### config.mk
export PLATFORM = sky130hd
export DESIGN_NAME = ptc_top
export DESIGN_NICKNAME = d
export VERILOG_FILES = /design/src/inc/ptc_pkg.sv /design/src/logic/ptc_tick.sv /design/src/logic/ptc_top.sv
export SDC_FILE = /design/constraint.sdc
export NUM_CORES = 1
export LEC_CHECK = 0
export ABC_AREA = 1
export BUFFER_PORTS_ARGS = -buffer_cell sky130_fd_sc_hd__buf_2
export CORE_ASPECT_RATIO = 1.4
export CORE_UTILIZATION = 50
export CTS_BUF_LIST = sky130_fd_sc_hd__clkbuf_16
export DETAILED_ROUTE_END_ITERATION = 12
export PLACE_DENSITY_LB_ADDON = 0.25
export SLEW_MARGIN = 10
export SYNTH_ARGS = -nofsm -noshare
export SYNTH_HDL_FRONTEND = slang
export SYNTH_SLANG_ARGS = --single-unit
### constraint.sdc
create_clock -name CLK_I -period 4.65 [get_ports CLK_I]
set_input_delay 0.465 -clock CLK_I [delete_from_list [all_inputs] [get_ports CLK_I]]
set_output_delay 0.465 -clock CLK_I [all_outputs]
set_load 0.05 [all_outputs]
### src/inc/ptc_pkg.sv
package ptc_pkg;
	localparam int unsigned CLK_HZ = 20_000_000;
	localparam int unsigned LINE_HZ_50 = 50;
	localparam int unsigned LINE_HZ_60 = 60;
	localparam int unsigned CLK_PER_CYC_50 = CLK_HZ / LINE_HZ_50;
	localparam int unsigned CLK_PER_CYC_60 = CLK_HZ / LINE_HZ_60;
	localparam logic [1:0] TRIP_QUAL_CYC = 2'h2;
	localparam logic [4:0] CLOSE_QUAL_CYC = 5'h1e;
	localparam int unsigned RESP_MAX_CYC = 5;
	localparam int unsigned ASSIST_SEC = 10;
	localparam logic [9:0] ASSIST_CYC_50 = 10'(ASSIST_SEC * LINE_HZ_50);
	localparam logic [9:0] ASSIST_CYC_60 = 10'(ASSIST_SEC * LINE_HZ_60);
	localparam logic [5:0] SEC_PER_MIN = 6'h3c;
	localparam logic [8:0] DELAY_INF = 9'h1ff;
	localparam logic [15:0] ASSIST_THR = 16'h0001;
	localparam logic [4:0] REG_CTRL = 5'h00;
	localparam logic [4:0] REG_CMD = 5'h04;
	localparam logic [4:0] REG_DELAY = 5'h08;
	localparam logic [4:0] REG_LEVEL = 5'h0c;
	localparam logic [4:0] REG_CLOSE = 5'h10;
	localparam logic [4:0] REG_PUMP = 5'h14;
	localparam logic [4:0] REG_STAT = 5'h18;
	localparam int CTRL_FREQ60 = 0;
	localparam int CTRL_WV = 1;
	localparam int CTRL_PUMP = 2;
	localparam int CTRL_EDIT = 3;
	localparam int CMD_HOLD = 0;
	localparam int CMD_RELEASE = 1;
	localparam int CMD_ASSIST = 2;
	localparam int FLT_LG = 0;
	localparam int FLT_LL = 1;
	localparam int FLT_CROSS = 2;
	localparam int FLT_SEQ = 3;
	localparam int FLT_ROLL = 4;
	localparam int FLT_DEAD = 5;
	localparam int FLT_W = 6;
	localparam logic [3:0] CTRL_RST = 4'h0;
	localparam logic [8:0] DELAY_RST = 9'h000;
	localparam logic [15:0] SENS_LVL_RST = 16'h0010;
	localparam logic [15:0] OVERCUR_RST = 16'h0100;
	localparam logic [15:0] CLOSE_THR_RST = 16'h0020;
	localparam logic [15:0] DEAD_RST = 16'h0008;
	localparam logic [4:0] PUMP_OPS_RST = 5'h05;
	localparam logic [8:0] PUMP_TIME_RST = 9'h03c;
	localparam logic [5:0] PUMP_LOCK_RST = 6'h0f;
	typedef enum logic [1:0] {PMP_IDLE, PMP_WIN, PMP_LOCK} ptc_pump_t;
endpackage

### src/logic/ptc_tick.sv
module ptc_tick #(
	parameter int unsigned CYC_50 = 400000,
	parameter int unsigned CYC_60 = 333333
) (
	input wire logic clk_i,
	input wire logic rst_b_i,
	input wire logic freq60_i,
	output logic cyc_tick_o,
	output logic sec_tick_o
);
	import ptc_pkg::*;
	logic [19:0] clk_cnt_ff;
	logic [5:0] cyc_cnt_ff;
	logic [19:0] clk_lim;
	logic [5:0] cyc_lim;
	assign clk_lim = freq60_i ? 20'(CYC_60 - 1) : 20'(CYC_50 - 1);
	assign cyc_lim = freq60_i ? 6'(LINE_HZ_60 - 1) : 6'(LINE_HZ_50 - 1);
	// Power cycle length follows the configured line frequency
	always_ff @(posedge clk_i or negedge rst_b_i) begin
		if (!rst_b_i) begin
			clk_cnt_ff <= 20'h00000;
			cyc_tick_o <= 1'b0;
		end else if (clk_cnt_ff >= clk_lim) begin
			clk_cnt_ff <= 20'h00000;
			cyc_tick_o <= 1'b1;
		end else begin
			clk_cnt_ff <= clk_cnt_ff + 20'h00001;
			cyc_tick_o <= 1'b0;
		end
	end
	always_ff @(posedge clk_i or negedge rst_b_i) begin
		if (!rst_b_i) begin
			cyc_cnt_ff <= 6'h00;
			sec_tick_o <= 1'b0;
		end else begin
			sec_tick_o <= 1'b0;
			if (cyc_tick_o) begin
				if (cyc_cnt_ff >= cyc_lim) begin
					cyc_cnt_ff <= 6'h00;
					sec_tick_o <= 1'b1;
				end else begin
					cyc_cnt_ff <= cyc_cnt_ff + 6'h01;
				end
			end
		end
	end
endmodule

### src/logic/ptc_top.sv
// How it works
// - Trip contact closes within five power cycles of a qualified reverse current.
// - Trip condition must persist two power cycles before it counts.
// - Sensitive mode trips on trip-region current at or above sensitive level.
// - Infinite delay setting selects insensitive mode: overcurrent level only.
// - Delay timer runs while sensitive condition holds, clears to zero when it drops.
// - Overcurrent in trip region trips instantly regardless of delay.
// - Watt-var uses the sixty-degree rotated region and the overcurrent level.
// - Remote open hold blocks all automatic trip and close operation.
// - Hold release command returns the device to automatic operation.
// - Close needs phasing voltage in close region at or above threshold.
// - Close contact closes within five power cycles of a qualified close.
// - Close condition must persist thirty power cycles before it counts.
// - Too many operations in pump window trip and lock out closing.
// - Assisted close drops threshold near zero, widens lines, ten seconds max.
// - Window end or close start restores programmed threshold and lines.
// - Assisted close only proceeds while pump protection is off.
// - Network voltage at or below dead level closes instantly.
// - Ground, line, crossed, sequence, rolled or dead phase faults block close.
// - Zero delay means no overcurrent pickup; one to 510 seconds enables it.
// - Editing inhibits trip, close and remote commands; trip indicator on.
//
// The register addresses and the Avalon-MM slave port were left to the implementer.
module ptc_top #(
	parameter int unsigned CLK_PER_CYC_50 = ptc_pkg::CLK_PER_CYC_50,
	parameter int unsigned CLK_PER_CYC_60 = ptc_pkg::CLK_PER_CYC_60
) (
	input wire logic CLK_I,
	input wire logic RST_B_I,
	input wire logic [4:0] AVS_ADDRESS_I,
	input wire logic AVS_READ_I,
	input wire logic AVS_WRITE_I,
	input wire logic [31:0] AVS_WRITEDATA_I,
	output logic [31:0] AVS_READDATA_O,
	output logic AVS_WAITREQUEST_O,
	input wire logic TRIP_REGION_I,
	input wire logic WV_REGION_I,
	input wire logic [15:0] REV_CUR_I,
	input wire logic CLOSE_REGION_I,
	input wire logic WIDE_REGION_I,
	input wire logic [15:0] PH_VOLT_I,
	input wire logic [15:0] NET_VOLT_I,
	input wire logic [ptc_pkg::FLT_W-1:0] FAULT_I,
	output logic TRIP_O,
	output logic CLOSE_O,
	output logic TRIP_IND_O
);
	import ptc_pkg::*;

	logic req, wr_en, ack_ff;
	logic [31:0] rdata;
	logic freq60_ff, wv_ff, pump_en_ff, edit_ff;
	logic [8:0] trip_delay_setting_ff;
	logic [15:0] sensitive_trip_level_ff, overcurrent_level_ff;
	logic [15:0] close_voltage_threshold_ff, dead_level_ff;
	logic [4:0] pump_ops_ff;
	logic [8:0] pump_time_ff;
	logic [5:0] pump_lock_ff;
	logic cmd_wr, hold_on, hold_off, assist_req;
	logic hold_ff, assist_ff;
	logic [9:0] assist_cnt_ff, assist_lim;
	logic cyc_tick, sec_tick;
	logic sens_met, overcur_met, wv_met, dly_zero, dly_inf, dly_done, trip_cond, trip_qual;
	logic [14:0] dly_ff, dly_lim;
	logic [1:0] trip_cnt_ff;
	logic [15:0] thr_eff;
	logic close_region, close_met, close_qual, dead_met, close_block;
	logic [4:0] close_cnt_ff;
	logic trip_nxt, close_nxt, close_rise, lock;
	ptc_pump_t pump_st_ff;
	logic [4:0] ops_cnt_ff;
	logic [8:0] pwin_ff;
	logic [11:0] plock_ff, plock_lim;

	// Avalon slave: one wait cycle, then the answer
	assign req = AVS_READ_I | AVS_WRITE_I;
	assign AVS_WAITREQUEST_O = req & ~ack_ff;
	assign wr_en = AVS_WRITE_I & ack_ff;
	always_ff @(posedge CLK_I or negedge RST_B_I) begin
		if (!RST_B_I) begin
			ack_ff <= 1'b0;
		end else begin
			ack_ff <= req & ~ack_ff;
		end
	end
	always_comb begin
		rdata = 32'h00000000;
		case (AVS_ADDRESS_I)
			REG_CTRL: rdata = {28'h0000000, edit_ff, pump_en_ff, wv_ff, freq60_ff};
			REG_DELAY: rdata = {23'h000000, trip_delay_setting_ff};
			REG_LEVEL: rdata = {overcurrent_level_ff, sensitive_trip_level_ff};
			REG_CLOSE: rdata = {dead_level_ff, close_voltage_threshold_ff};
			REG_PUMP: rdata = {2'h0, pump_lock_ff, 7'h00, pump_time_ff, 3'h0, pump_ops_ff};
			REG_STAT: rdata = {19'h00000, ops_cnt_ff, 2'h0, lock, assist_ff, hold_ff, TRIP_IND_O,
				CLOSE_O, TRIP_O};
			default: rdata = 32'h00000000;
		endcase
	end
	always_ff @(posedge CLK_I or negedge RST_B_I) begin
		if (!RST_B_I) begin
			AVS_READDATA_O <= 32'h00000000;
		end else if (AVS_READ_I && !ack_ff) begin
			AVS_READDATA_O <= rdata;
		end
	end
	always_ff @(posedge CLK_I or negedge RST_B_I) begin
		if (!RST_B_I) begin
			{edit_ff, pump_en_ff, wv_ff, freq60_ff} <= CTRL_RST;
			trip_delay_setting_ff <= DELAY_RST;
			sensitive_trip_level_ff <= SENS_LVL_RST;
			overcurrent_level_ff <= OVERCUR_RST;
			close_voltage_threshold_ff <= CLOSE_THR_RST;
			dead_level_ff <= DEAD_RST;
			pump_ops_ff <= PUMP_OPS_RST;
			pump_time_ff <= PUMP_TIME_RST;
			pump_lock_ff <= PUMP_LOCK_RST;
		end else if (wr_en) begin
			case (AVS_ADDRESS_I)
				REG_CTRL: begin
					freq60_ff <= AVS_WRITEDATA_I[CTRL_FREQ60];
					wv_ff <= AVS_WRITEDATA_I[CTRL_WV];
					pump_en_ff <= AVS_WRITEDATA_I[CTRL_PUMP];
					edit_ff <= AVS_WRITEDATA_I[CTRL_EDIT];
				end
				REG_DELAY: trip_delay_setting_ff <= AVS_WRITEDATA_I[8:0];
				REG_LEVEL: begin
					sensitive_trip_level_ff <= AVS_WRITEDATA_I[15:0];
					overcurrent_level_ff <= AVS_WRITEDATA_I[31:16];
				end
				REG_CLOSE: begin
					close_voltage_threshold_ff <= AVS_WRITEDATA_I[15:0];
					dead_level_ff <= AVS_WRITEDATA_I[31:16];
				end
				REG_PUMP: begin
					pump_ops_ff <= AVS_WRITEDATA_I[4:0];
					pump_time_ff <= AVS_WRITEDATA_I[16:8];
					pump_lock_ff <= AVS_WRITEDATA_I[29:24];
				end
				default: ;
			endcase
		end
	end

	// Remote commands are ignored while settings are edited
	assign cmd_wr = wr_en & (AVS_ADDRESS_I == REG_CMD) & ~edit_ff;
	assign hold_on = cmd_wr & AVS_WRITEDATA_I[CMD_HOLD];
	assign hold_off = cmd_wr & AVS_WRITEDATA_I[CMD_RELEASE];
	assign assist_req = cmd_wr & AVS_WRITEDATA_I[CMD_ASSIST];
	always_ff @(posedge CLK_I or negedge RST_B_I) begin
		if (!RST_B_I) begin
			hold_ff <= 1'b0;
		end else if (hold_on) begin
			hold_ff <= 1'b1;
		end else if (hold_off) begin
			hold_ff <= 1'b0;
		end
	end

	ptc_tick #(
		.CYC_50(CLK_PER_CYC_50),
		.CYC_60(CLK_PER_CYC_60)
	) u_tick (
		.clk_i(CLK_I),
		.rst_b_i(RST_B_I),
		.freq60_i(freq60_ff),
		.cyc_tick_o(cyc_tick),
		.sec_tick_o(sec_tick)
	);

	// Trip decision
	assign sens_met = TRIP_REGION_I & (REV_CUR_I >= sensitive_trip_level_ff);
	assign overcur_met = TRIP_REGION_I & (REV_CUR_I >= overcurrent_level_ff);
	assign wv_met = WV_REGION_I & (REV_CUR_I >= overcurrent_level_ff);
	assign dly_zero = trip_delay_setting_ff == 9'h000;
	assign dly_inf = trip_delay_setting_ff == DELAY_INF;
	// Delay counted in free-running power cycles, so its first cycle may be partial
	assign dly_lim = 15'(trip_delay_setting_ff) * (freq60_ff ? 15'(LINE_HZ_60) : 15'(LINE_HZ_50));
	assign dly_done = dly_ff >= dly_lim;
	always_ff @(posedge CLK_I or negedge RST_B_I) begin
		if (!RST_B_I) begin
			dly_ff <= 15'h0000;
		end else if (!sens_met) begin
			dly_ff <= 15'h0000;
		end else if (cyc_tick && !dly_done) begin
			dly_ff <= dly_ff + 15'h0001;
		end
	end
	always_comb begin
		if (wv_ff) begin
			trip_cond = wv_met;
		end else if (dly_inf) begin
			trip_cond = overcur_met;
		end else if (dly_zero) begin
			trip_cond = sens_met;
		end else begin
			trip_cond = overcur_met | (sens_met & dly_done);
		end
	end
	always_ff @(posedge CLK_I or negedge RST_B_I) begin
		if (!RST_B_I) begin
			trip_cnt_ff <= 2'h0;
		end else if (!trip_cond) begin
			trip_cnt_ff <= 2'h0;
		end else if (cyc_tick && !trip_qual) begin
			trip_cnt_ff <= trip_cnt_ff + 2'h1;
		end
	end
	// Ticks run free: one tick more guarantees two full cycles
	assign trip_qual = trip_cnt_ff > TRIP_QUAL_CYC;

	// Close decision, assisted close relaxes threshold and lines
	assign thr_eff = assist_ff ? ASSIST_THR : close_voltage_threshold_ff;
	assign close_region = assist_ff ? WIDE_REGION_I : CLOSE_REGION_I;
	assign close_met = close_region & (PH_VOLT_I >= thr_eff);
	always_ff @(posedge CLK_I or negedge RST_B_I) begin
		if (!RST_B_I) begin
			close_cnt_ff <= 5'h00;
		end else if (!close_met) begin
			close_cnt_ff <= 5'h00;
		end else if (cyc_tick && !close_qual) begin
			close_cnt_ff <= close_cnt_ff + 5'h01;
		end
	end
	assign close_qual = close_cnt_ff > CLOSE_QUAL_CYC;
	assign dead_met = NET_VOLT_I <= dead_level_ff;
	assign close_block = (|FAULT_I) | lock | hold_ff | edit_ff | trip_nxt;
	assign close_nxt = (close_qual | dead_met) & ~close_block;
	assign close_rise = close_nxt & ~CLOSE_O;
	always_comb begin
		if (edit_ff) begin
			trip_nxt = 1'b0;
		end else if (hold_ff) begin
			trip_nxt = 1'b1;
		end else begin
			trip_nxt = trip_qual | lock;
		end
	end
	always_ff @(posedge CLK_I or negedge RST_B_I) begin
		if (!RST_B_I) begin
			TRIP_O <= 1'b0;
			CLOSE_O <= 1'b0;
			TRIP_IND_O <= 1'b0;
		end else begin
			TRIP_O <= trip_nxt;
			CLOSE_O <= close_nxt;
			TRIP_IND_O <= edit_ff | trip_nxt | FAULT_I[FLT_SEQ] | FAULT_I[FLT_CROSS] | FAULT_I[FLT_ROLL];
		end
	end

	assign assist_lim = freq60_ff ? ASSIST_CYC_60 : ASSIST_CYC_50;
	always_ff @(posedge CLK_I or negedge RST_B_I) begin
		if (!RST_B_I) begin
			assist_ff <= 1'b0;
			assist_cnt_ff <= 10'h000;
		end else if (assist_req && !pump_en_ff && !close_rise) begin
			assist_ff <= 1'b1;
			assist_cnt_ff <= 10'h000;
		end else if (assist_ff) begin
			if (close_rise || pump_en_ff || assist_cnt_ff >= assist_lim) begin
				assist_ff <= 1'b0;
			end else if (cyc_tick) begin
				assist_cnt_ff <= assist_cnt_ff + 10'h001;
			end
		end
	end

	// Pump protection
	assign lock = pump_st_ff == PMP_LOCK;
	assign plock_lim = 12'(pump_lock_ff) * 12'(SEC_PER_MIN);
	always_ff @(posedge CLK_I or negedge RST_B_I) begin
		if (!RST_B_I) begin
			pump_st_ff <= PMP_IDLE;
			ops_cnt_ff <= 5'h00;
			pwin_ff <= 9'h000;
			plock_ff <= 12'h000;
		end else begin
			case (pump_st_ff)
				PMP_IDLE: begin
					if (pump_en_ff && close_rise) begin
						pump_st_ff <= PMP_WIN;
						ops_cnt_ff <= 5'h01;
						pwin_ff <= 9'h000;
					end
				end
				PMP_WIN: begin
					if (!pump_en_ff) begin
						pump_st_ff <= PMP_IDLE;
						ops_cnt_ff <= 5'h00;
					end else if (ops_cnt_ff >= pump_ops_ff) begin
						pump_st_ff <= PMP_LOCK;
						plock_ff <= 12'h000;
					end else if (pwin_ff >= pump_time_ff) begin
						pump_st_ff <= PMP_IDLE;
						ops_cnt_ff <= 5'h00;
					end else begin
						if (close_rise) begin
							ops_cnt_ff <= ops_cnt_ff + 5'h01;
						end
						if (sec_tick) begin
							pwin_ff <= pwin_ff + 9'h001;
						end
					end
				end
				PMP_LOCK: begin
					if (plock_ff >= plock_lim || hold_off) begin
						pump_st_ff <= PMP_IDLE;
						ops_cnt_ff <= 5'h00;
					end else if (sec_tick) begin
						plock_ff <= plock_ff + 12'h001;
					end
				end
				default: pump_st_ff <= PMP_IDLE;
			endcase
		end
	end
endmodule

---- Yosys cells after proc, flatten, opt, wreduce, memory -nomap -nowiden ----
Cells that the tools add are included.
operators by class
  eq/ne operators ......................... 25
  reduce and logical (&&, ||, !) cells .... 36
  multiply operators ...................... 2
  magnitude comparators ................... 13
  multiplexer cells ....................... 56
  add/sub/neg operators ................... 9
  bitwise gates (word level) .............. 30
operators by type and width
  operator                                                          number
  32-bit one-hot mux with 6 select lines                            1
  10-bit two-way mux                                                5
  16-bit >= comparator                                              3
  12-bit two-way mux                                                4
  9-bit two-way mux                                                 5
  5-bit two-way mux                                                 8
  15-bit two-way mux                                                2
  12-bit one-hot mux with 2 select lines                            1
  20-bit by 1-bit adder with 20-bit output (second input constant)  1
  20-bit >= comparator                                              1
  20-bit two-way mux                                                1
  18-bit two-way mux                                                1
  9-bit one-hot mux with 2 select lines                             1
  16-bit <= comparator                                              1
  16-bit two-way mux                                                1
  15-bit by 1-bit adder with 15-bit output (second input constant)  1
  5-bit == test (second input constant)                             3
  15-bit >= comparator                                              1
  9-bit by 6-bit multiplier with 15-bit output                      1
  5-bit one-hot mux with 3 select lines                             1
  1-bit bitwise AND                                                 14
  1-bit two-way mux                                                 14
  2-bit two-way mux                                                 7
  2-bit != test (second input constant)                             7
  40 further kinds                                                  86
word-level totals
  logic and storage cells ................. 202
  register bits ........................... 223
  bits of input ports ..................... 99
  output and inout port bits .............. 36

---- Longest topological paths before layout ----
  word-level depth ........................ 13
  mapped depth ............................ 29
  depth with buffers taken out ............ 27

---- By module ----
From an unflattened synthesis, not the netlist that was laid out.
unflattened totals
  cells, all modules ...................... 1927
  area, all modules ....................... 15434.8 um2
by module, submodules not included
  module    seq. area each (um2)  cells each  times used  area each (um2)
  ptc_top   4897.2                1691        1           13645.6
  ptc_tick  700.7                 236         1           1789.2

---- Worst setup path after synthesis ----
Ideal clock, no wire load.
  path kind ............................... register -> register
  from .................................... reg freq60_ff
  to ...................................... reg dly_ff[7]
  buffers on the path ..................... 1
  required time ........................... 4.528 ns
  period minus slack after synthesis ...... 5.041 ns
  stages on the path, launching flop included .. 28
  setup slack ............................. -0.391 ns
  setup time .............................. 0.122 ns
  arrival ................................. 4.919 ns
  cells stage by stage .................... dfrtp_1 > clkbuf_1 > nand2_1 > inv_1 > fa_1 > inv_1 > fa_1 > inv_1 > fa_1 > fa_1 > nand3_1 > nand2_1 > nand2_1 > o211ai_1 > a21oi_1 > nor2_1 > nor2_1 > xor2_1 > ha_1 > a21oi_1 > o21ai_0 > nor2_1 > nand2_1 > nor2_4 > inv_2 > nor2_1 > xor2_1 > nor2_1
on the way
  word-level cells in the longest chain between the ends .. 6
RTL lines
  item                                                line            text
  start: declaration                                  ptc_top.sv:52   logic freq60_ff, wv_ff, pump_en_ff, edit_ff;
  start signal: assignment                            ptc_top.sv:120  freq60_ff <= AVS_WRITEDATA_I[CTRL_FREQ60];
  4-bit two-way mux                                   ptc_top.sv:177  assign dly_lim = 15'(trip_delay_setting_ff) * (freq60_ff ? 15'(LINE_HZ_60) : 15'(LINE_HZ_50));
  9-bit by 6-bit multiplier with 15-bit output        ptc_top.sv:177
  15-bit >= comparator                                ptc_top.sv:178  assign dly_done = dly_ff >= dly_lim;
  1-bit zero test                                     ptc_top.sv:184  end else if (cyc_tick && !dly_done) begin
  1-bit logical AND                                   ptc_top.sv:184
  2-bit by 1-bit != test with 1-bit output (no line)  --
  end signal: assignment                              ptc_top.sv:185  dly_ff <= dly_ff + 15'h0001;
  end: declaration                                    ptc_top.sv:64   logic [14:0] dly_ff, dly_lim;
No other way between the ends.
A chain may end at the register's enable or synchronous reset.

---- Final worst setup path ----
  from .................................... reg freq60_ff
  to ...................................... reg dly_ff[2]
Same word-level chain as after synthesis.

==> results.json <==
{
  "ant_nets": 0,
  "post-route-period-util_pct": 103,
  "relSlewSlack_pct": 22.7,
  "ios": 135,
  "htree_levels": 1,
  "mostFrequentLayoutCells": "451 x nand2_1, 228 x inv_1, 208 x dfrtp_1",
  "synth-seq-cells": 223,
  "worst_ep_required_time_ns": 5.08,
  "drv_slew": 0,
  "final.setup.worst_slack_ns": -0.133,
  "dp.cells": 2403,
  "ys_seq_area_share_pct": 36.6,
  "finClkSkew_ns": 0.0111,
  "tns_ns": -1.25,
  "synthTopCellsByArea": "dfrtp_1 34%, ha_1 14%, nand2_1 11%",
  "netSwitchingFraction_pct": 35.9,
  "gr-total-overflow": 0,
  "rsz0062_at_grt": "true",
  "num_vias": 13300,
  "grt_max_degree": 107,
  "start_util_pct": 50.9,
  "endpoint_kind": "flop",
  "clkSlewWorstSetupHoldPaths_ns": 0.06,
  "totalWireLength_microns": 40400,
  "p_per_area_nw_per_um2": 369,
  "synth_top_cell_by_area": "dfrtp_1",
  "drc": 0,
  "place_ws_ns": -0.262,
  "seqPwrFrac_pct": 34.3,
  "fin_util_pct": 59.5,
  "dr_wl_met3_microns": 1820,
  "multi_input_area_sq_um": 8810,
  "met2_length_microns": 20400,
  "irDropWorstVdd_mv": 0.273,
  "syn_area_sq_um": 15300,
  "numCtsBuffers": 24,
  "grt_pass1_vias": 13000,
  "hp-class": "input port to flop",
  "p_sw_uw": 2370,
  "antenna_found_initial": 2,
  "synth_edf_count": 0,
  "postSynth.asyncResetShare_pct": 100,
  "setup_viol": 16,
  "reg2reg_slack_ns": -0.13,
  "cts_buffer_depth": 3,
  "synthCells": 1872,
  "place.gp.congestion": 0.871,
  "syn_to_final_growth_pct": 16.9,
  "clock-sinks": 223,
  "outcome": "finished, violations left",
  "hold_ws_ns": 0.188,
  "yosysWarnings": 0,
  "via_per_inst": 5.41,
  "instances_no_fill": 2467,
  "hpwl_microns": 30600,
  "layout_commonest_cell": "nand2_1",
  "cap_violations": 0,
  "fmax_mhz": 209,
  "portBuffers": 134,
  "crit_arrival_ns": 5.21,
  "std_cell_rows": 75,
  "clkPwrFrac_pct": 30.3,
  "grt_pass1_wl_microns": 64800,
  "tritoncts": "yes",
  "first_pass_iters": 5,
  "track_usage_pct": 26.2,
  "clk_latency_ns": 0.54,
  "root_buffer": "clkbuf_16",
  "core-area_sq_um": 30000,
  "final_nets": 2368,
  "drt-met1-wl_microns": 16500,
  "cp-start-kind": "flop",
  "synth.distinct_cells": 57,
  "n_fill_cell": 2726,
  "leakagePower_uw": 0.00900,
  "wire_per_inst_microns": 16.4,
  "seqCellArea_sq_um": 5600,
  "violations": "setup timing",
  "synthDominantCellAreaShare_pct": 34.2,
  "dieArea_sq_um": 31300,
  "drt_iter0_drc": 629,
  "worst_slew_pin_slew_ns": 1.16,
  "criticalPathCategory": "flop to flop",
  "comb_power_share_pct": 35.4,
  "period_needed_ns": 4.78,
  "finalHoldViolations": 0,
  "die_height_microns": 209,
  "drive_above_1_share_pct": 17.2,
  "p_int_uw": 4220,
  "avgSynthCellArea_sq_um": 8.16,
  "top_layer": "met5",
  "synth_flop_cell": "dfrtp_1",
  "cp_max_fo": 8,
  "dieWidth_microns": 150
}
==> cells by family after synthesis <==
| kind of cell | synth area share (%) |
|---|---|
| other | 0.0492 |
| AND/OR/NAND/NOR | 21.6 |
| flip-flops | 36.6 |
| multiplexers | 0.0655 |
| buffers and inverters | 7.20 |
| AO/OA/AOI/OAI | 12.3 |
| XOR/XNOR | 3.78 |
| adder cells (fa/ha/maj) | 18.3 |
==> stage by stage <==
stage / cell area, sq um / total power [uW]
2_1_floorplan: 15400 / 3750
3_3_place_gp: 16700 / 4350
3_5_place_dp: 16700 / 4440
4_1_cts: 17600 / 6480
5_1_grt: 17900 / 7030
6_report: 17900 / 6590
==> path summary, 6_finish.rpt <==
path                                     from                  to  cells after the start
setup / recovery                    freq60_ff           dly_ff[2]                     24
hold / removal                     FAULT_I[4]          TRIP_IND_O                      2
setup reg to reg                    freq60_ff           dly_ff[2]                     24
hold reg to reg            AVS_READDATA_O[20]  AVS_READDATA_O[20]                      2
max in group asynchronous             RST_B_I           freq60_ff                      3
min in group asynchronous             RST_B_I  AVS_READDATA_O[23]                      2
==> synthesized netlist by cell type (6+ instances only) <==
library cell  number
xnor2_1           20
buf_2              9
o22ai_1           16
nand2_1          462
clkbuf_1          30
or2_2              7
inv_1            232
nand3_1           55
ha_1             176
o21ai_2            9
nor2_1           126
o21ai_0          167
nand4_1           31
a221oi_1           8
dfrtp_1          209
o31ai_1            7
a31oi_1            6
inv_2              6
dfstp_2           14
xor2_1            46
nor3_1            25
fa_1              30
a21oi_1           87
nor4_1             7
o21a_1             7
==> power by group through the flow <==
stage / logic, uW / clock network [uW] / registers (uW)
final: 2330 / 2000 / 2260
after floorplan: 1450 / 0 / 2300
after detailed placement: 2150 / 0 / 2290
after global placement: 2070 / 0 / 2280
after global routing: 2660 / 2100 / 2280
after CTS: 2200 / 2030 / 2260
==> registers in the layout (all words and copies together), names as in the netlist, 2 cells and up <==
name	flops
AVS_READDATA_O	32
assist_cnt_ff	10
close_cnt_ff	5
close_voltage_threshold_ff	16
dead_level_ff	16
dly_ff	15
ops_cnt_ff	5
overcurrent_level_ff	16
plock_ff	12
pump_lock_ff	6
pump_ops_ff	5
pump_st_ff	2
pump_time_ff	9
pwin_ff	9
sensitive_trip_level_ff	16
trip_cnt_ff	2
trip_delay_setting_ff	9
u_tick.clk_cnt_ff	20
u_tick.cyc_cnt_ff	6
==> metal layers <==
layer,up-vias,global-route usage (%)
met4,2,11.3
met1,6373,32.0
met2,340,46.5
li1,6530,-
met3,97,2.51
met5,-,0
==> critical path, cell delays in order, from the launching register on <==
cell	delay, ns
dfrtp_2	0.41
buf_6	0.14
nand2_4	0.05
fa_1	0.50
inv_2	0.04
fa_1	0.53
inv_1	0.05
fa_1	0.50
inv_2	0.05
ha_4	0.23
a21oi_2	0.16
o21ai_2	0.08
a21o_1	0.18
a21o_1	0.17
a21oi_2	0.12
xor2_1	0.16
ha_1	0.25
nand4_1	0.11
a31oi_1	0.06
nor2_1	0.13
nand2_2	0.08
nor2_4	0.10
buf_12	0.14
clkinvlp_4	0.14
o31ai_1	0.26
==> cell type report <==
| cell class | count | share of cell area (%) |
|---|---|---|
| clock buffers | 25 | 3.50 |
| multi-input cells | 1370 | 49.3 |
| repair buffers | 201 | 6.91 |
| repair inverters | 1 | 0.0420 |
| diodes | 1 | 0.0140 |
| inverters | 242 | 5.11 |
| clock inverters | 19 | 1.04 |
| flip-flops and latches | 223 | 31.3 |
| well taps | 385 | 2.70 |
==> what timing repair did <==
action                                  4_1_cts  5_1_grt
resized for setup                            15       42
endpoints found under the setup margin       17       36
buffers inserted                              5       10
pin swaps                                    20       28
hold buffers                                  1        0
endpoints found under the hold margin         1        0
gates cloned                                  1        3
No activity file was read; power rests on OpenSTA's default activity.
